$ cat src/hdl/pcg_pkg.sv
// Purpose: shared constants and types for the loop clock generator core
// Assumes: one clock domain, clock ticks arrive as one-cycle enables
// Notes:   register indexes are word indexes; byte address is four times the index
package pcg_pkg;

  // register word indexes and byte addresses
  localparam logic [7:0]  IDX_LOOP_CTRL  = 8'h3A;  // loop_control_reg
  localparam logic [7:0]  IDX_BANDWIDTH  = 8'h3B;  // bandwidth_control_reg
  localparam logic [7:0]  IDX_MULT_HIGH  = 8'h3C;  // multiplier_high_reg
  localparam logic [7:0]  IDX_MULT_LOW   = 8'h3D;  // multiplier_low_reg
  localparam logic [7:0]  IDX_REF_DIV    = 8'h3E;  // reference_divider_reg
  localparam int          ADDR_W         = 12;     // byte address width
  localparam logic [11:0] ADDR_LOOP_CTRL = {2'b00, IDX_LOOP_CTRL, 2'b00};
  localparam logic [11:0] ADDR_BANDWIDTH = {2'b00, IDX_BANDWIDTH, 2'b00};
  localparam logic [11:0] ADDR_MULT_HIGH = {2'b00, IDX_MULT_HIGH, 2'b00};
  localparam logic [11:0] ADDR_MULT_LOW  = {2'b00, IDX_MULT_LOW, 2'b00};
  localparam logic [11:0] ADDR_REF_DIV   = {2'b00, IDX_REF_DIV, 2'b00};

  // loop_control_reg fields
  localparam int BIT_IRQ_EN   = 7;  // lock_change_irq_enable
  localparam int BIT_IRQ_FLAG = 6;  // lock change flag
  localparam int BIT_LOOP_ON  = 5;  // loop enable
  localparam int BIT_BASE_SEL = 4;  // base_source_select
  localparam int BIT_PRE_HI   = 3;  // prescale exponent msb
  localparam int BIT_PRE_LO   = 2;  // prescale exponent lsb
  // bandwidth_control_reg fields
  localparam int BIT_AUTO     = 7;  // automatic bandwidth select
  localparam int BIT_LOCK     = 6;  // lock status
  localparam int BIT_TRACK    = 5;  // tracking_mode_flag

  // reset values
  localparam logic [7:0]  RST_LOOP_CTRL = 8'h28;   // loop on, prescale field 2'b10
  localparam logic [7:0]  RST_BANDWIDTH = 8'h00;
  localparam logic [11:0] RST_MULT      = 12'h000;
  localparam logic [7:0]  RST_REF_DIV   = 8'h00;

  // field widths
  localparam int MULT_W   = 12;
  localparam int MULT_H_W = 4;
  localparam int PRE_W    = 2;

  // AXI responses
  localparam logic [1:0] RESP_OKAY   = 2'b00;
  localparam logic [1:0] RESP_SLVERR = 2'b10;

  // lock detector timing and tolerances, counted in feedback ticks per window
  localparam int          LOCK_WIN    = 16;  // reference ticks per decision window
  localparam logic [7:0]  TOL_TRACK   = 8'h01;
  localparam logic [7:0]  TOL_UNTRACK = 8'h03;
  localparam logic [7:0]  TOL_LOCK    = 8'h00;
  localparam logic [7:0]  TOL_UNLOCK  = 8'h02;

  // base clock source change: cycles of each source held static
  localparam logic [1:0] SWITCH_HOLD = 2'h3;

  typedef enum logic {SEL_RUN, SEL_HOLD} pcg_sel_state_t;

endpackage

$ cat src/hdl/pcg_mod_div.sv
// Purpose: modulo divider of a tick stream
// Assumes: tick_in is a one-cycle enable in the aclk domain
// Notes:   a factor of zero divides by one
`timescale 1ns/1ps
`default_nettype none
module pcg_mod_div #(
  parameter int W = 8                      // factor width
) (
  input  wire logic         aclk,          // core clock
  input  wire logic         aresetn,       // sync reset, active low
  input  wire logic         ce,            // clock enable
  input  wire logic         clr,           // restart count
  input  wire logic         tick_in,       // input tick
  input  wire logic [W-1:0] factor,        // division factor
  output logic              tick_out       // divided tick, registered
);
  logic [W-1:0] cnt_reg;                   // ticks seen in current period
  logic [W-1:0] eff_factor;                // factor with zero mapped to one

  // zero behaves like one
  assign eff_factor = (factor == '0) ? W'(1) : factor;

  // count input ticks and emit one output tick per factor
  always_ff @(posedge aclk) begin
    if (!aresetn || (ce && clr)) begin
      cnt_reg  <= '0;
      tick_out <= 1'b0;
    end else if (ce) begin
      tick_out <= 1'b0;
      if (tick_in) begin
        if (cnt_reg >= eff_factor - W'(1)) begin
          cnt_reg  <= '0;
          tick_out <= 1'b1;
        end else begin
          cnt_reg <= cnt_reg + W'(1);
        end
      end
    end
  end
endmodule
`default_nettype wire

$ cat src/hdl/pcg_core.sv
// Purpose: digital core of a loop clock generator with AXI4-Lite registers
// Assumes: crystal and oscillator edges arrive as one-cycle ticks synchronous to aclk
// Notes:   analog filter is outside; correction outputs drive it
`timescale 1ns/1ps
`default_nettype none
// Operation
// - crystal clock runs only while enabled
// - crystal clock buffered into loop reference
// - base clock is crystal or loop, halved
// - reference divided by R
// - oscillator divided by 2^P then N
// - phase comparator emits directional correction pulses
// - lock detector compares feedback and reference frequency
// - acquisition shown by clear tracking flag
// - tracking whenever flag set
// - mode switching automatic or manual
// - auto select lets detector switch modes
// - auto tracking flag read-only with hysteresis
// - auto lock bit read-only with hysteresis
// - lock change raises interrupt when enabled
// - zero R or N acts as one
// - hold output three cycles each clock
// - loop on and selection interlocked
module pcg_core #(
  parameter int R_W = 8                       // reference divider width
) (
  input  wire logic        aclk,              // core clock, 200 MHz
  input  wire logic        aresetn,           // sync reset, active low
  input  wire logic        ce,                // clock enable, freezes state when low
  input  wire logic        oscillator_enable_in, // oscillator enable from integration unit
  input  wire logic        crystal_tick_in,   // crystal amplifier edge tick
  input  wire logic        vco_tick_in,       // oscillator edge tick
  output logic             crystal_clock,     // gated crystal tick
  output logic             loop_reference_clock, // buffered reference tick
  output logic             divided_reference_clock, // reference over R tick
  output logic             feedback_clock,    // feedback tick
  output logic             loop_output_clock, // oscillator output tick
  output logic             base_clock_out,    // halved selected clock level
  output logic             correction_up,     // speed-up correction pulse
  output logic             correction_down,   // slow-down correction pulse
  output logic             lock_change_irq,   // interrupt request level
  input  wire logic [11:0] s_axi_awaddr,      // write address
  input  wire logic        s_axi_awvalid,     // write address valid
  output logic             s_axi_awready,     // write address ready
  input  wire logic [31:0] s_axi_wdata,       // write data
  input  wire logic [3:0]  s_axi_wstrb,       // write strobes
  input  wire logic        s_axi_wvalid,      // write data valid
  output logic             s_axi_wready,      // write data ready
  output logic [1:0]       s_axi_bresp,       // write response
  output logic             s_axi_bvalid,      // write response valid
  input  wire logic        s_axi_bready,      // write response ready
  input  wire logic [11:0] s_axi_araddr,      // read address
  input  wire logic        s_axi_arvalid,     // read address valid
  output logic             s_axi_arready,     // read address ready
  output logic [31:0]      s_axi_rdata,       // read data
  output logic [1:0]       s_axi_rresp,       // read response
  output logic             s_axi_rvalid,      // read valid
  input  wire logic        s_axi_rready       // read ready
);
  // ---------------- registers ----------------
  logic                            irq_en_reg;     // lock change interrupt enable
  logic                            irq_flag_reg;   // sticky lock change flag
  logic                            loop_on_reg;    // loop enable
  logic                            base_sel_reg;   // requested base source
  logic [pcg_pkg::PRE_W-1:0]       pre_reg;        // prescale exponent
  logic                            auto_reg;       // automatic bandwidth select
  logic                            track_reg;      // tracking_mode_flag
  logic                            lock_reg;       // lock status
  logic [pcg_pkg::MULT_W-1:0]      mult_reg;       // multiplier N
  logic [R_W-1:0]                  rdiv_reg;       // reference divider R

  // bus state
  logic                    aw_held_reg;   // write address captured
  logic                    w_held_reg;    // write data captured
  logic [11:0]             waddr_reg;     // captured write address
  logic [7:0]              wbyte_reg;     // captured low byte
  logic                    wlane_reg;     // low byte lane was strobed
  logic                    wr_fire;       // both halves present, apply write
  logic                    rd_fire;       // read address taken
  logic                    rd_ctrl;       // read of control register, clears flag
  logic [7:0]              rd_byte;       // decoded read value
  logic                    rd_hit;        // read address mapped

  // loop datapath
  logic                    osc_run;        // oscillator running
  logic                    vco_tick;       // gated oscillator tick
  logic [2:0]              presc_cnt_reg;  // prescale counter
  logic [2:0]              presc_mask;     // low P bits mask
  logic                    presc_tick_reg; // prescaled tick
  logic [7:0]              win_cnt_reg;    // reference ticks in window
  logic [7:0]              fb_cnt_reg;     // feedback ticks in window
  logic [7:0]              freq_err;       // absolute count error
  logic                    win_end;        // window complete this cycle
  logic                    lock_next;      // lock value from detector

  // base selector
  pcg_pkg::pcg_sel_state_t sel_state_reg;  // selector state
  logic                    sel_active_reg; // source now driving output
  logic [1:0]              hold_x_reg;     // crystal ticks held
  logic [1:0]              hold_l_reg;     // loop ticks held
  logic                    src_tick;       // tick of the active source

  // ---------------- clock datapath ----------------
  assign osc_run  = oscillator_enable_in;
  assign vco_tick = vco_tick_in && osc_run && loop_on_reg;

  // crystal only runs while enabled; buffered copy feeds the loop; loop output
  always_ff @(posedge aclk) begin
    if (!aresetn) begin
      crystal_clock        <= 1'b0;
      loop_reference_clock <= 1'b0;
      loop_output_clock    <= 1'b0;
    end else if (ce) begin
      crystal_clock        <= crystal_tick_in && osc_run;
      loop_reference_clock <= crystal_tick_in && osc_run;
      loop_output_clock    <= vco_tick;
    end
  end

  // reference divided by R
  pcg_mod_div #(.W(R_W)) u_ref_div (
    .aclk     (aclk),
    .aresetn  (aresetn),
    .ce       (ce),
    .clr      (!loop_on_reg),
    .tick_in  (loop_reference_clock),
    .factor   (rdiv_reg),
    .tick_out (divided_reference_clock)
  );

  // power of two prescale; a tick leaves when the low P bits roll over
  assign presc_mask = 3'((4'b0001 << pre_reg) - 4'b0001);
  always_ff @(posedge aclk) begin
    if (!aresetn) begin
      presc_cnt_reg  <= '0;
      presc_tick_reg <= 1'b0;
    end else if (ce) begin
      presc_tick_reg <= vco_tick && ((presc_cnt_reg & presc_mask) == presc_mask);
      if (vco_tick) begin
        presc_cnt_reg <= presc_cnt_reg + 3'h1;
      end
    end
  end

  // modulo N after the prescaler
  pcg_mod_div #(.W(pcg_pkg::MULT_W)) u_fb_div (
    .aclk     (aclk),
    .aresetn  (aresetn),
    .ce       (ce),
    .clr      (!loop_on_reg),
    .tick_in  (presc_tick_reg),
    .factor   (mult_reg),
    .tick_out (feedback_clock)
  );

  // three-state phase comparator; coincident edges cancel
  always_ff @(posedge aclk) begin
    if (!aresetn || (ce && !loop_on_reg)) begin
      correction_up   <= 1'b0;
      correction_down <= 1'b0;
    end else if (ce) begin
      if (divided_reference_clock && feedback_clock) begin
        correction_up   <= 1'b0;
        correction_down <= 1'b0;
      end else if (divided_reference_clock) begin
        correction_up   <= !correction_down;
        correction_down <= 1'b0;
      end else if (feedback_clock) begin
        correction_down <= !correction_up;
        correction_up   <= 1'b0;
      end
    end
  end

  // ---------------- lock detector ----------------
  // frequency compare over a window of reference ticks, so it runs at the reference rate
  assign win_end  = divided_reference_clock && (win_cnt_reg == 8'(pcg_pkg::LOCK_WIN - 1));
  assign freq_err = (fb_cnt_reg > 8'(pcg_pkg::LOCK_WIN))
                  ? fb_cnt_reg - 8'(pcg_pkg::LOCK_WIN)
                  : 8'(pcg_pkg::LOCK_WIN) - fb_cnt_reg;
  always_ff @(posedge aclk) begin
    if (!aresetn || (ce && !loop_on_reg)) begin
      win_cnt_reg <= '0;
      fb_cnt_reg  <= '0;
    end else if (ce) begin
      if (win_end) begin
        win_cnt_reg <= '0;
        fb_cnt_reg  <= 8'(feedback_clock);
      end else begin
        if (divided_reference_clock) begin
          win_cnt_reg <= win_cnt_reg + 8'h01;
        end
        if (feedback_clock && fb_cnt_reg != 8'hFF) begin
          fb_cnt_reg <= fb_cnt_reg + 8'h01;
        end
      end
    end
  end

  // lock with hysteresis; forced clear while the loop is off
  always_comb begin
    lock_next = lock_reg;
    if (!loop_on_reg) begin
      lock_next = 1'b0;
    end else if (win_end && freq_err <= pcg_pkg::TOL_LOCK) begin
      lock_next = 1'b1;
    end else if (win_end && freq_err > pcg_pkg::TOL_UNLOCK) begin
      lock_next = 1'b0;
    end
  end

  always_ff @(posedge aclk) begin
    if (!aresetn) begin
      lock_reg <= 1'b0;
    end else if (ce) begin
      lock_reg <= lock_next;
    end
  end

  // tracking flag: detector drives it in auto, software in manual; clear means acquisition
  always_ff @(posedge aclk) begin
    if (!aresetn) begin
      track_reg <= 1'b0;
    end else if (ce) begin
      if (!loop_on_reg) begin
        track_reg <= 1'b0;
      end else if (auto_reg) begin
        if (win_end && freq_err <= pcg_pkg::TOL_TRACK) begin
          track_reg <= 1'b1;
        end else if (win_end && freq_err > pcg_pkg::TOL_UNTRACK) begin
          track_reg <= 1'b0;
        end
      end else if (wr_fire && wlane_reg && waddr_reg == pcg_pkg::ADDR_BANDWIDTH) begin
        track_reg <= wbyte_reg[pcg_pkg::BIT_TRACK];
      end
    end
  end
  // filter mode has no port of its own; software reads it as track_reg: set means small corrections

  // ---------------- base clock selector ----------------
  assign src_tick = sel_active_reg ? loop_output_clock : crystal_clock;

  // on a source change hold output static for three ticks of each source, then switch
  always_ff @(posedge aclk) begin
    if (!aresetn) begin
      sel_state_reg  <= pcg_pkg::SEL_RUN;
      sel_active_reg <= 1'b0;
      hold_x_reg     <= '0;
      hold_l_reg     <= '0;
      base_clock_out <= 1'b0;
    end else if (ce) begin
      case (sel_state_reg)
        pcg_pkg::SEL_RUN: begin
          if (src_tick) begin
            base_clock_out <= !base_clock_out;
          end
          if (base_sel_reg != sel_active_reg) begin
            sel_state_reg <= pcg_pkg::SEL_HOLD;
            hold_x_reg    <= '0;
            hold_l_reg    <= '0;
          end
        end
        pcg_pkg::SEL_HOLD: begin
          if (crystal_clock && hold_x_reg != pcg_pkg::SWITCH_HOLD) begin
            hold_x_reg <= hold_x_reg + 2'h1;
          end
          if (loop_output_clock && hold_l_reg != pcg_pkg::SWITCH_HOLD) begin
            hold_l_reg <= hold_l_reg + 2'h1;
          end
          if (hold_x_reg == pcg_pkg::SWITCH_HOLD && hold_l_reg == pcg_pkg::SWITCH_HOLD) begin
            sel_active_reg <= base_sel_reg;
            sel_state_reg  <= pcg_pkg::SEL_RUN;
          end
        end
        default: sel_state_reg <= pcg_pkg::SEL_RUN;
      endcase
    end
  end

  // ---------------- AXI4-Lite slave ----------------
  // readies fall with ce, so a frozen core never takes a request it cannot store
  assign s_axi_awready = ce && !aw_held_reg && !s_axi_bvalid;
  assign s_axi_wready  = ce && !w_held_reg && !s_axi_bvalid;
  assign s_axi_arready = ce && !s_axi_rvalid;
  assign wr_fire       = aw_held_reg && w_held_reg && !s_axi_bvalid;
  assign rd_fire       = s_axi_arvalid && s_axi_arready;

  // capture address and data in either order, answer once both are in
  always_ff @(posedge aclk) begin
    if (!aresetn) begin
      aw_held_reg  <= 1'b0;
      w_held_reg   <= 1'b0;
      waddr_reg    <= '0;
      wbyte_reg    <= '0;
      wlane_reg    <= 1'b0;
      s_axi_bvalid <= 1'b0;
      s_axi_bresp  <= pcg_pkg::RESP_OKAY;
    end else if (ce) begin
      if (s_axi_awvalid && s_axi_awready) begin
        aw_held_reg <= 1'b1;
        waddr_reg   <= s_axi_awaddr;
      end
      if (s_axi_wvalid && s_axi_wready) begin
        w_held_reg <= 1'b1;
        wbyte_reg  <= s_axi_wdata[7:0];
        wlane_reg  <= s_axi_wstrb[0];
      end
      if (wr_fire) begin
        aw_held_reg  <= 1'b0;
        w_held_reg   <= 1'b0;
        s_axi_bvalid <= 1'b1;
        if (waddr_reg == pcg_pkg::ADDR_LOOP_CTRL || waddr_reg == pcg_pkg::ADDR_BANDWIDTH ||
            waddr_reg == pcg_pkg::ADDR_MULT_HIGH || waddr_reg == pcg_pkg::ADDR_MULT_LOW ||
            waddr_reg == pcg_pkg::ADDR_REF_DIV) begin
          s_axi_bresp <= pcg_pkg::RESP_OKAY;
        end else begin
          s_axi_bresp <= pcg_pkg::RESP_SLVERR;
        end
      end else if (s_axi_bvalid && s_axi_bready) begin
        s_axi_bvalid <= 1'b0;
      end
    end
  end

  // software writable fields; only the low byte lane carries register data
  always_ff @(posedge aclk) begin
    if (!aresetn) begin
      irq_en_reg   <= pcg_pkg::RST_LOOP_CTRL[pcg_pkg::BIT_IRQ_EN];
      loop_on_reg  <= pcg_pkg::RST_LOOP_CTRL[pcg_pkg::BIT_LOOP_ON];
      base_sel_reg <= pcg_pkg::RST_LOOP_CTRL[pcg_pkg::BIT_BASE_SEL];
      pre_reg      <= pcg_pkg::RST_LOOP_CTRL[pcg_pkg::BIT_PRE_HI:pcg_pkg::BIT_PRE_LO];
      auto_reg     <= pcg_pkg::RST_BANDWIDTH[pcg_pkg::BIT_AUTO];
      mult_reg     <= pcg_pkg::RST_MULT;
      rdiv_reg     <= R_W'(pcg_pkg::RST_REF_DIV);
    end else if (ce && wr_fire && wlane_reg) begin
      if (waddr_reg == pcg_pkg::ADDR_LOOP_CTRL) begin
        irq_en_reg <= wbyte_reg[pcg_pkg::BIT_IRQ_EN];
        pre_reg    <= wbyte_reg[pcg_pkg::BIT_PRE_HI:pcg_pkg::BIT_PRE_LO];
        // loop on/off and selection may not change together; loop stays on while selected
        if (wbyte_reg[pcg_pkg::BIT_LOOP_ON] == loop_on_reg) begin
          if (!wbyte_reg[pcg_pkg::BIT_BASE_SEL] || loop_on_reg) begin
            base_sel_reg <= wbyte_reg[pcg_pkg::BIT_BASE_SEL];
          end
        end else if (wbyte_reg[pcg_pkg::BIT_BASE_SEL] == base_sel_reg) begin
          if (wbyte_reg[pcg_pkg::BIT_LOOP_ON] || (!base_sel_reg && !sel_active_reg)) begin
            loop_on_reg <= wbyte_reg[pcg_pkg::BIT_LOOP_ON];
          end
        end
      end else if (waddr_reg == pcg_pkg::ADDR_BANDWIDTH) begin
        auto_reg <= wbyte_reg[pcg_pkg::BIT_AUTO];
      end else if (waddr_reg == pcg_pkg::ADDR_MULT_HIGH) begin
        mult_reg[pcg_pkg::MULT_W-1:8] <= wbyte_reg[pcg_pkg::MULT_H_W-1:0];
      end else if (waddr_reg == pcg_pkg::ADDR_MULT_LOW) begin
        mult_reg[7:0] <= wbyte_reg;
      end else if (waddr_reg == pcg_pkg::ADDR_REF_DIV) begin
        rdiv_reg <= wbyte_reg[R_W-1:0];
      end
    end
  end

  // sticky lock change flag; a change in the clearing cycle wins over the clear
  assign rd_ctrl = rd_fire && s_axi_araddr == pcg_pkg::ADDR_LOOP_CTRL;
  always_ff @(posedge aclk) begin
    if (!aresetn) begin
      irq_flag_reg <= 1'b0;
    end else if (ce) begin
      if (lock_next != lock_reg) begin
        irq_flag_reg <= 1'b1;
      end else if (rd_ctrl) begin
        irq_flag_reg <= 1'b0;
      end
    end
  end
  assign lock_change_irq = irq_flag_reg && irq_en_reg;

  // read decode
  always_comb begin
    rd_byte = 8'h00;
    rd_hit  = 1'b1;
    if (s_axi_araddr == pcg_pkg::ADDR_LOOP_CTRL) begin
      rd_byte[pcg_pkg::BIT_IRQ_EN]   = irq_en_reg;
      rd_byte[pcg_pkg::BIT_IRQ_FLAG] = irq_flag_reg;
      rd_byte[pcg_pkg::BIT_LOOP_ON]  = loop_on_reg;
      rd_byte[pcg_pkg::BIT_BASE_SEL] = base_sel_reg;
      rd_byte[pcg_pkg::BIT_PRE_HI:pcg_pkg::BIT_PRE_LO] = pre_reg;
    end else if (s_axi_araddr == pcg_pkg::ADDR_BANDWIDTH) begin
      rd_byte[pcg_pkg::BIT_AUTO]  = auto_reg;
      rd_byte[pcg_pkg::BIT_LOCK]  = lock_reg;
      rd_byte[pcg_pkg::BIT_TRACK] = track_reg;
    end else if (s_axi_araddr == pcg_pkg::ADDR_MULT_HIGH) begin
      rd_byte[pcg_pkg::MULT_H_W-1:0] = mult_reg[pcg_pkg::MULT_W-1:8];
    end else if (s_axi_araddr == pcg_pkg::ADDR_MULT_LOW) begin
      rd_byte = mult_reg[7:0];
    end else if (s_axi_araddr == pcg_pkg::ADDR_REF_DIV) begin
      rd_byte[R_W-1:0] = rdiv_reg;
    end else begin
      rd_hit = 1'b0;
    end
  end

  // read data registered; held until taken
  always_ff @(posedge aclk) begin
    if (!aresetn) begin
      s_axi_rvalid <= 1'b0;
      s_axi_rdata  <= '0;
      s_axi_rresp  <= pcg_pkg::RESP_OKAY;
    end else if (ce) begin
      if (rd_fire) begin
        s_axi_rvalid <= 1'b1;
        s_axi_rdata  <= {24'h00_0000, rd_byte};
        s_axi_rresp  <= rd_hit ? pcg_pkg::RESP_OKAY : pcg_pkg::RESP_SLVERR;
      end else if (s_axi_rready) begin
        s_axi_rvalid <= 1'b0;
      end
    end
  end
endmodule
`default_nettype wire

$ cat config.mk
export PLATFORM = sky130hd
export DESIGN_NAME = pcg_core
export DESIGN_NICKNAME = d
export VERILOG_FILES = /design/src/hdl/pcg_pkg.sv /design/src/hdl/pcg_mod_div.sv /design/src/hdl/pcg_core.sv
export SDC_FILE = /design/constraint.sdc
export NUM_CORES = 1
export LEC_CHECK = 0
export ABC_CLOCK_PERIOD_IN_PS = 3800
export BUFFER_PORTS_ARGS = -buffer_cell sky130_fd_sc_hd__buf_2
export CORE_AREA = 2 2 110 112
export DETAILED_ROUTE_END_ITERATION = 8
export DIE_AREA = 0 0 112 114
export MAX_ROUTING_LAYER = met4
export PLACE_DENSITY = 0.79
export SLEW_MARGIN = 25
export SYNTH_ARGS = -nofsm -noshare
export SYNTH_HDL_FRONTEND = slang
export SYNTH_SLANG_ARGS = --single-unit
$ cat constraint.sdc
create_clock -name aclk -period 3.8 [get_ports aclk]
set_input_delay 0.76 -clock aclk [delete_from_list [all_inputs] [get_ports aclk]]
set_output_delay 0.76 -clock aclk [all_outputs]
set_load 0.02 [all_outputs]
==> results list, run 1 <==
- Status: finished clean
* CP bufs+invs: 1
* Post-Syn Instances: ~760
- Die Y-Extent: 114 um
- Once the floorplan was initialized, standard cells occupied between 50% and 60% of the core.
* Total placed instance area: around 6600 sq um
* Clock tree from TritonCTS: built
- The first global-routing pass estimated 23.60 mm of wire.
* Worst-path fanout max: 6
- By startpoint and endpoint, the worst setup path is classified as flip-flop to flip-flop.
- DR pass1 iterations: 5
- Summed over all cells, the static leakage comes to 2.981 nW.
- Final wirelength: about 14 mm
* Longest Clk Path Bufs: 2
- In the post-synthesis netlist, the cell with the most instances is dfxtp_1.
- Via total after detailed routing: ~5400
- Sort of element at the end of the critical path: flip-flop
- Post-CTS repair changed the size of 0 cells.
- Post-CTS Setup Inserts: 0
* Layout cell share with drive strength beyond 1: ~14%
- The worst register-to-register path begins at mult_reg[7].
- Entering global routing, the biggest net connects 48 pins.
- Arrival @ worst endpoint: between 3 and 4 ns
- Kind of launch point of the worst setup path: flip-flop
- Summing the areas of all compound-gate instances in the mapped netlist gives 13.22% of the synthesized area.
- The via count of the first global-routing pass came to slightly below 5000.
* Cell area after layout: ~7300 sq um
- Setup violators final: 0
- Top delay family on crit path: simple AND/OR/NAND/NOR gates
- Antenna diode count: 0
- Data on the critical path is required at its endpoint by between 4 and 5 ns.
- The cell area that synthesis handed to floorplanning was ~6300 sq um.
- Of the total synthesized cell area, the portion taken by XOR and XNOR cells is approximately 6.3%.
* Synthesized area per cell: around 8.3 sq um
- For this run, the total global-route usage over all layers was measured as about a quarter.
- Yosys printed 0 warnings.
- For the final database, setup skew stands at 0.009534 ns.
* Largest area contributor in the netlist: dfxtp_1
* Period minus WS final: 3.498 ns
- Post-synth cell types: 59
- Based on the critical path, the design can be clocked at up to approximately 0.29 GHz.
- Placer's final routability congestion estimate: 0.8851
* Io pins: between 100 and 150
- Traced cell by cell, the critical path runs through nor4_1, nand2b_1, or3_1, nor2_1, nor2_1, ha_1, nand2_1, nor3_1, xnor2_1, ha_1, a21o_1, a21o_1, a211oi_1, buf_4, o22ai_1, o21a_1.
- Fraction of synthesized cell area taken by the top area cell type: about 37%
- Counting tap cells, the placed design contains a total of around 950 instances.
* Fin nets: between 900 and 1000
* Design Power: ~3.1 mW
- Flip-flop and latch count after synthesis: about 120
- Post-DRT Antenna Nets: 0
- RSZ-0062 raised after global routing: no
- In the final timing run, aggregate negative setup slack is 0 ns.
* Worst-margin pin slew: between 0.8 and 0.9 ns
- Tracing the worst setup path back leads to its startpoint at mult_reg[7].
* Delay of the slowest cell on the worst path: about 0.42 ns
- CTS hold repair buffers: 0
- DRC violations left: 0
- Skew-Pair Late Insertion Delay: ~0.42 ns
* Cell Rows: 40
- Final core area utilization: between 60% and 70%
* X dimension of the die: 112 um
* Non-filler instance count after layout: between 900 and 1000
* IO buf count: 67
- Total die area: between 10000 and 15000 sq um
* Number of enable flip-flop cells after synthesis: 0
* Detailed Place HPWL: ~10 mm
- Hold Path Class: flip-flop to flip-flop
- IR analysis of the VDD net gives a maximum drop of 0.3224 mV.
- Synth area leaders: dfxtp_1 (37%), ha_1 (7.2%), nand2_1 (6.6%), nor2_1 (6.5%), mux2i_1 (5.7%)
* Wirelength per Cell: 14.45 um
* Proportion of synthesized area in mux cells: under 10%
* Async set-reset flop share out of synthesis: 0%
- Core outline area: about 12000 sq um
* Initial DRC Count: between 400 and 500
* Post-CTS clock slew at the launch and capture registers of the worst setup and hold paths: around 0.060 ns
- Counting every sink on the clock net gives 117.
- The number of failing hold endpoints at the final stage came to 0.
- The worst path uses between 90% and 100% of the clock period.
- The worst pin sits at a relative slew slack of between 40% and 50%.
- CTS placed an instance of clkbuf_16 at the clock tree root.
* Vias per cell: around 5.5
* Critical-path top delay cell: nor4_1
- Prior to clock tree synthesis, the placed netlist has a worst setup slack of ~0.40 ns.
* Final Slew Violations: 0
- Of the total synthesized cell area, the portion taken by AND, OR, NAND and NOR gates is 24.28%.
- Across the run, the number of max-cap violations was 0.
* Total number of H-tree levels: 4
- The commonest cells after synthesis are dfxtp_1 (117), nand2_1 (110), nor2_1 (109).
* Initial antenna violation count: 0
- The startpoint identified for the worst hold timing path is waddr_reg[1].
- Power density cells: about 430 nW/um^2
* GRT overflow: 0
- Most used flip-flop cell after synthesis: dfxtp_1
* CTS buffer count: 17
- For this run, the register share of the synthesized area comes to a little under two fifths.
- Tightest hold margin: ~0.45 ns
- Synthesized-area fraction occupied by adder cells: about 7.2%
- After synthesis, the largest family of logic cells by area is simple AND/OR/NAND/NOR gates.
- The area growth from synthesis to layout is 15.93%.
- Slack of the critical path: around 0.30 ns
worst reg2reg max path, stage by stage, from the launching register on:
cell	delay, ns
dfxtp_1	0.38
nor4_1	0.42
nand2b_1	0.12
or3_1	0.36
nor2_1	0.10
nor2_1	0.07
ha_1	0.24
nand2_1	0.12
nor3_1	0.06
xnor2_1	0.14
ha_1	0.18
a21o_1	0.15
a21o_1	0.17
a211oi_1	0.39
buf_4	0.20
o22ai_1	0.08
o21a_1	0.20
final cells by class:
| class | instances | area, sq um |
|---|---|---|
| fill | 1034 | 4436 |
| multi-input combinational | 595 | 3656 |
| sequential | 117 | 2342 |
| clock buffer | 23 | 488.0 |
| timing repair buffer | 73 | 380.4 |
| tap | 147 | 183.9 |
| clock inverter | 8 | 146.4 |
| inverter | 21 | 78.83 |
path summary, 6_finish.rpt:
path,end,slack [ns],cells after the start
worst min register to register,waddr_reg[1],0.45,2
worst max register to register,u_fb_div.tick_out,0.30,16
worst min-delay path,waddr_reg[1],0.45,2
worst max-delay path,u_fb_div.tick_out,0.30,16
cells by family after synthesis:
group / after synthesis
buffers and inverters: 71
AO/OA/AOI/OAI: 131
AND/OR/NAND/NOR: 321
XOR/XNOR: 45
other: 1
flip-flops: 117
adder cells (fa/ha/maj): 36
multiplexers: 36
power breakdown:
part | total (mW) | leakage, nW | switching [mW] | internal, mW
combinational | 0.152 | 1.73 | 0.106 | 0.0464
clock | 1.71 | 0.309 | 0.545 | 1.16
sequential | 1.26 | 0.946 | 0.0177 | 1.25
metal layers:
metal / vias to the layer above / global-route usage, % / wire [um]
met2: 148 / 37.66 / 6824
met5: - / - / 0
met1: 2492 / 29.37 / 6359
met4: 0 / 10.16 / 351
li1: 2723 / - / -
met3: 31 / 5.313 / 684
cells in the final DEF, fill, tap and decap left out, types with 8 or more instances in the layout:
cell type / count
a21oi_1: 51
a22oi_1: 8
buf_2: 67
clkbuf_16: 17
conb_1: 26
dfxtp_1: 117
ha_1: 36
inv_1: 19
mux2i_1: 36
nand2_1: 110
nand3_1: 18
nand4_1: 13
nor2_1: 109
nor3_1: 12
o21ai_0: 24
xnor2_1: 19
xor2_1: 26
No activity file was read; power rests on OpenSTA's default activity.
==> run 2, diff against run 1 <==
- ABC_CLOCK_PERIOD_IN_PS: 3800 -> 4200
- clock period: 3.8 -> 4.2 ns (I/O delays scaled with it)
==> results list, run 2 (synthesis results as in run 1) <==
- The placer's final routability congestion estimate is 0.8792 (-0.67%).
* Synthesis-to-finish area growth: 14.77%
* Most common library cell in the layout ignoring fill and taps: dfxtp_1
* Clock tree from TritonCTS: built
* Total placed instance area: 6626 sq um (-0.23%)
- The via count of the first global-routing pass was 4882 (-0.31%).
* Data required time at the worst endpoint: 4.54 ns (+0.43 ns)
- Vias per cell: 5.464 (-0.33%)
- The setup path with the least slack is of type flip-flop to flip-flop.
* Total number of H-tree levels: 4 (unchanged)
* Period minus WS final: 3.709 ns (+0.2111 ns)
- The number of antenna-violating nets in the routed design is 0 (unchanged).
- CTS hold repair buffers: 0 (unchanged)
- The initial antenna violation count was 0 (unchanged).
- Worst slew margin: 40.34% (-6.2 points)
- Final total negative setup slack: 0 ns (unchanged)
- The per-cell routed wire length was 14.28 um (-1.2%).
* Final Slew Violations: 0 (unchanged)
* Number of gates resized after cts: 0 (unchanged)
- GRT overflow: 0 (unchanged)
* Leakage power total: 2.941 nW (-1.3%)
* CTS buffer count: 17 (unchanged)
* Reg-to-reg setup timing slack: 0.49 ns (+0.19 ns)
- Core outline area: 11710 sq um (unchanged)
* Clock Tree Root: clkbuf_16
* Sequential cell area: 2342 sq um (unchanged)
- The final total power came to 2.681 mW (-14%).
* Achievable frequency: 0.2696 GHz (-5.7%)
* Status: finished clean
- Sort of element at the end of the critical path: flip-flop
- The post-CTS setup-driven buffer insertion count was 0 (unchanged).
- Commonest cells after routing, fill and taps aside: dfxtp_1 (117), nand2_1 (110), nor2_1 (109)
* Tightest hold margin: 0.4540 ns (+0.004251 ns)
- The width of the die is 112 um (unchanged).
- The worst-margin pin slew came to 0.8935 ns (+0.09323 ns).
* Wire length of the first global-routing pass: 23.47 mm (-0.58%)
- Period Utilization, post-route: 88.31% (-3.7 points)
- The fraction of final layout cells with drive strength greater than 1 was 13.88% (+0.017 points).
- The first-pass iteration count of the detailed router is 5 (unchanged).
- Detailed Place HPWL: 10.05 mm (-1.5%)
- Setup repair after global routing left no endpoint under its margin.
- Arrival @ worst endpoint: 4.05 ns (+0.25 ns)
* Via total after detailed routing: 5371 (-0.43%)
- Hold Path Class: flip-flop to flip-flop
- The clock slew at the register clock pins of the worst setup and hold paths was 0.06 ns (about the same).
- Number of filler cells placed in the layout: 1060 (+2.5%)
* DRC violations left: 0 (unchanged)
- Die Y-Extent: 114 um (unchanged)
* Setup violators final: 0 (unchanged)
- Max Cap Violations: 0 (unchanged)
- The worst setup path is launched from a flip-flop.
- The global router's overall resource usage came to 23.35% (-0.38 points).
* Final wirelength: 14.04 mm (-1.3%)
- The area of all placed cells without fillers is 7203 sq um (-1.0%).
- Skew-Pair Late Insertion Delay: 0.42 ns (about the same)
- IO buf count: 67 (unchanged)
* Longest Clk Path Bufs: 2 (unchanged)
- The maximum VDD drop is 0.2351 mV (-27%).
* Cell Rows: 40 (unchanged)
* Combined area of the multi-input logic cells: 3656 sq um (unchanged)
* Sinks on the clock net: 117 (unchanged)
- Worst-path fanout max: 10 (+4)
* Final core area utilization: 61.51% (-0.62 points)
* Setup clock skew after layout: 0.008553 ns (-0.0009807 ns)
- Final hold viol count: 0 (unchanged)
* Initial DRC Count: 364 (-15%)
* Io pins: 121 (unchanged)
- Starting density of the core: 53.59% (unchanged)
* Antenna diode count: 0 (unchanged)
- Power density cells: 372.3 nW/um^2 (-13%)
- Pin count of the biggest net entering global routing: 54 (+13%)
- The number of nets in the finished design came to 930 (-0.21%).
* Total die area: 12770 sq um (unchanged)
==> run 2: worst paths after layout <==
check | start | endpoint | depth (start not counted)
max | mult_reg[7] | u_fb_div.cnt_reg[11] | 15
max reg2reg | mult_reg[7] | u_fb_div.cnt_reg[11] | 15
min reg2reg | waddr_reg[0] | waddr_reg[0] | 2
min | waddr_reg[0] | waddr_reg[0] | 2
==> run 2: stage by stage <==
stage                     setup slack, ns  instances
after floorplan                     1.012        783
after global placement             0.5632        951
after detailed placement           0.4959        951
after CTS                          0.4810        983
after global routing               0.2369        983
final                              0.4909        983
==> run 2: critical path: stages (launching register included) <==
cell and delay, ns:
dfxtp_1 0.37, nor4_1 0.37, nand2b_1 0.11, or3_1 0.36, nor2_1 0.12, nor2_1 0.07, ha_1 0.24, nand2_1 0.11
nor3_1 0.06, xnor2_1 0.14, ha_1 0.18, a21o_1 0.15, a21o_1 0.17, a211oi_1 0.48, o221ai_1 0.47, a21oi_1 0.24
==> run 2: per-layer routing <==
| layer | GRT usage (%) | vias up | wire length, um | share of wire [%] |
|---|---|---|---|---|
| li1 | - | 2720 | - | - |
| met1 | 29.41 | 2440 | 6371 | 45 |
| met2 | 36.32 | 172 | 6420 | 46 |
| met3 | 5.579 | 39 | 857 | 6.1 |
| met4 | 9.675 | 0 | 388 | 2.8 |
| met5 | - | - | 0 | 0 |
==> run 2: final cells by class <==
type / count / share of cell area (%)
clock inverter: 13 / 1.859
tap: 147 / 2.553
timing repair buffer: 71 / 5.072
inverter: 21 / 1.094
multi-input combinational: 595 / 50.76
clock buffer: 19 / 6.149
sequential: 117 / 32.52
==> run 2: report_power, final <==
part / switching, mW / internal, mW / total (mW)
combinational: 0.0947 / 0.0414 / 0.136
clock: 0.519 / 0.883 / 1.40
sequential: 0.0168 / 1.13 / 1.14
==> run 3, diff against run 2 <==
- PLACE_DENSITY: 0.79 -> 0.9
==> results list, run 3 (synthesis results as in run 1) <==
* Sum of routed wire segments on met1: 6.348 mm (-0.36%)
- Sinks on the clock net: 117 (unchanged)
- Setup violators final: 0 (unchanged)
- The min-delay analysis places its worst path in the category flip-flop to flip-flop.
* Most common library cell in the layout ignoring fill and taps: dfxtp_1
* Total die area: 12770 sq um (unchanged)
- Commonest cells after routing, fill and taps aside: dfxtp_1 (117), nand2_1 (110), nor2_1 (109)
* Achievable frequency: 0.2648 GHz (-1.8%)
- RSZ-0062 raised after global routing: no
* Data required time at the worst endpoint: 4.53 ns (about the same)
- Placer's final routability congestion estimate: 0.9256 (+5.3%)
* Fin nets: 930 (unchanged)
- Via count of the first global-routing pass: 5299 (+8.5%)
* Final Slew Violations: 0 (unchanged)
- The number of maximum-capacitance violations came to 0 (unchanged).
- Power density cells: 372.3 nW/um^2 (about the same)
- Cells on worst reg2reg path: 15 (unchanged)
- The static power due to leakage came to 2.935 nW (-0.22%).
- The post-detailed-routing wire length is 15.16 mm (+8.0%).
* Combined area of the multi-input logic cells: 3656 sq um (unchanged)
* R2R Path End: u_fb_div.cnt_reg[11]
* Max IR drop VDD: 0.2624 mV (+12%)
* Wire length of the first global-routing pass: 24.79 mm (+5.6%)
* Top Metal Used: met4
- The fraction of final layout cells with drive strength greater than 1 was 13.76% (-0.12 points).
* Kind of launch point of the worst setup path: flip-flop
- Vias per cell: 5.748 (+5.2%)
- TritonCTS built the clock tree.
- The post-placement setup slack was 0.5365 ns (+0.04060 ns).
* Post-CTS Setup Inserts: 0 (unchanged)
- Initial antenna violation count: 1 (+1)
- Met2 WL: 7.138 mm (+11%)
- The time the final worst path needs with I/O delays and setup is 3.776 ns (+0.06707 ns).
* Sort of element at the end of the critical path: flip-flop
* CTS buffer count: 17 (unchanged)
* Longest Clk Path Bufs: 2 (unchanged)
- The portion of the clock cycle consumed by the worst path in the final layout was 89.91% (+1.6 points).
* Via total after detailed routing: 5656 (+5.3%)
* Post-CTS clock slew at the launch and capture registers of the worst setup and hold paths: 0.06 ns (about the same)
- The number of antenna-violating nets in the routed design came to 0 (unchanged).
- GRT overflow: 0 (unchanged)
- Hold Crit Start: waddr_reg[1]
- CTS hold repair buffers: 0 (unchanged)
* Skew-Pair Late Insertion Delay: 0.41 ns (about the same)
* Hold Path Cell Cnt: 2 (unchanged)
* Cell Rows: 40 (unchanged)
- DR pass1 iterations: 7 (+2)
- The core outline area was 11710 sq um (unchanged).
* Die Y-Extent: 114 um (unchanged)
- The final-layout setup total negative slack came to 0 ns (unchanged).
- The final worst slack came to 0.4238 ns (-0.06707 ns).
* Detailed Place HPWL: 10.46 mm (+4.1%)
- Synthesis-to-finish area growth: 14.83% (about the same)
* Destination of the worst hold path: waddr_reg[1]
- The width of the die came to 112 um (unchanged).
- Total number of H-tree levels: 4 (unchanged)
- Starting density of the core: 53.59% (unchanged)
* Reg-to-reg startpoint: mult_reg[7]
* Clock Tree Root: clkbuf_16
- Sequential cell area: 2342 sq um (unchanged)
- The wire length on met3 was 1.148 mm (+34%).
- Arrival @ worst endpoint: 4.11 ns (+0.06 ns)
* Initial DRC Count: 470 (+29%)
* Worst slew margin: 45.28% (+4.9 points)
- The total of buffers placed on input and output ports is 67 (unchanged).
- The number of gates resized after cts is 0 (unchanged).
- Final hold viol count: 0 (unchanged)
* Wirelength per Cell: 15.41 um (+7.9%)
- The minimum setup slack among reg-to-reg paths is 0.42 ns (-0.07 ns).
- The I/O pin total came to 121 (unchanged).
- The largest fanout on the critical path came to 10 (unchanged).
- Kind of critical path: flip-flop to flip-flop
- The final-layout fill cell count came to 956 (-9.8%).
- The setup skew after layout came to 0.006382 ns (-0.002171 ns).
- Worst-margin pin slew: 0.8208 ns (-0.07276 ns)
- The run finished with clean final reports.
- DRC violations left: 0 (unchanged)
* Pin count of the biggest net entering global routing: 46 (-15%)
- Total Routing Usage GR: 24.62% (+1.3 points)
run 3: cell types whose count changed in the layout (fill, tap and decap cells not counted):
cell / before / now
diode_2: 0 / 1
clkbuf_1: 1 / 2
clkinvlp_4: 3 / 4
clkinv_2: 5 / 3
run 3: critical path, stage by stage (launching register included):
cell	delay [ns]
dfxtp_1	0.38
nor4_1	0.38
nand2b_1	0.12
or3_1	0.37
nor2_1	0.12
nor2_1	0.08
ha_1	0.26
nand2_1	0.12
nor3_1	0.06
xnor2_1	0.14
ha_1	0.19
a21o_1	0.15
a21o_1	0.17
a211oi_1	0.46
o221ai_1	0.46
a21oi_1	0.24
run 3: worst max path at each step:
stage / from / endpoint / slack (ns) / depth (start not counted)
after floorplan: mult_reg[7] / u_fb_div.cnt_reg[11] / 1.01 / 15
after global placement: mult_reg[7] / u_fb_div.cnt_reg[11] / 0.60 / 15
after detailed placement: mult_reg[7] / u_fb_div.cnt_reg[11] / 0.54 / 15
after CTS: mult_reg[7] / u_fb_div.cnt_reg[11] / 0.46 / 15
after global routing: mult_reg[7] / u_fb_div.cnt_reg[11] / 0.12 / 15
final: mult_reg[7] / u_fb_div.cnt_reg[11] / 0.42 / 15
run 3: per-stage QoR:
step | area, sq um | std cells | total power [mW] | utilization, % | hold WS (ns)
4_1_cts | 7204 | 983 | 2.683 | 61.52 | 0.4527
2_1_floorplan | 6370 | 783 | 1.271 | - | 0.4313
3_3_place_gp | 6626 | 951 | 1.298 | 56.58 | 0.4392
5_1_grt | 7207 | 984 | 2.756 | 61.54 | 0.4732
3_5_place_dp | 6626 | 951 | 1.300 | 56.58 | 0.4447
6_report | 7207 | 984 | 2.683 | 61.54 | 0.4552
run 3: where the power goes:
| group | leakage (nW) | switching (mW) | total (mW) | internal [mW] |
|---|---|---|---|---|
| registers | 0.946 | 0.0167 | 1.14 | 1.13 |
| clock network | 0.272 | 0.517 | 1.40 | 0.886 |
| logic | 1.72 | 0.0951 | 0.137 | 0.0414 |
run 3: cell type report:
type                       count  share of cell area [%]
clock buffer                  20                   6.198
antenna                        1                 0.03472
sequential                   117                   32.50
tap                          147                   2.552
timing repair buffer          71                   5.069
multi-input combinational    595                   50.73
inverter                      21                   1.094
clock inverter                12                   1.823
run 3: per-layer routing:
metal	up-vias	GRT usage, %
li1	2720	-
met3	52	5.420
met2	277	39.31
met5	-	-
met1	2607	30.07
met4	0	11.14
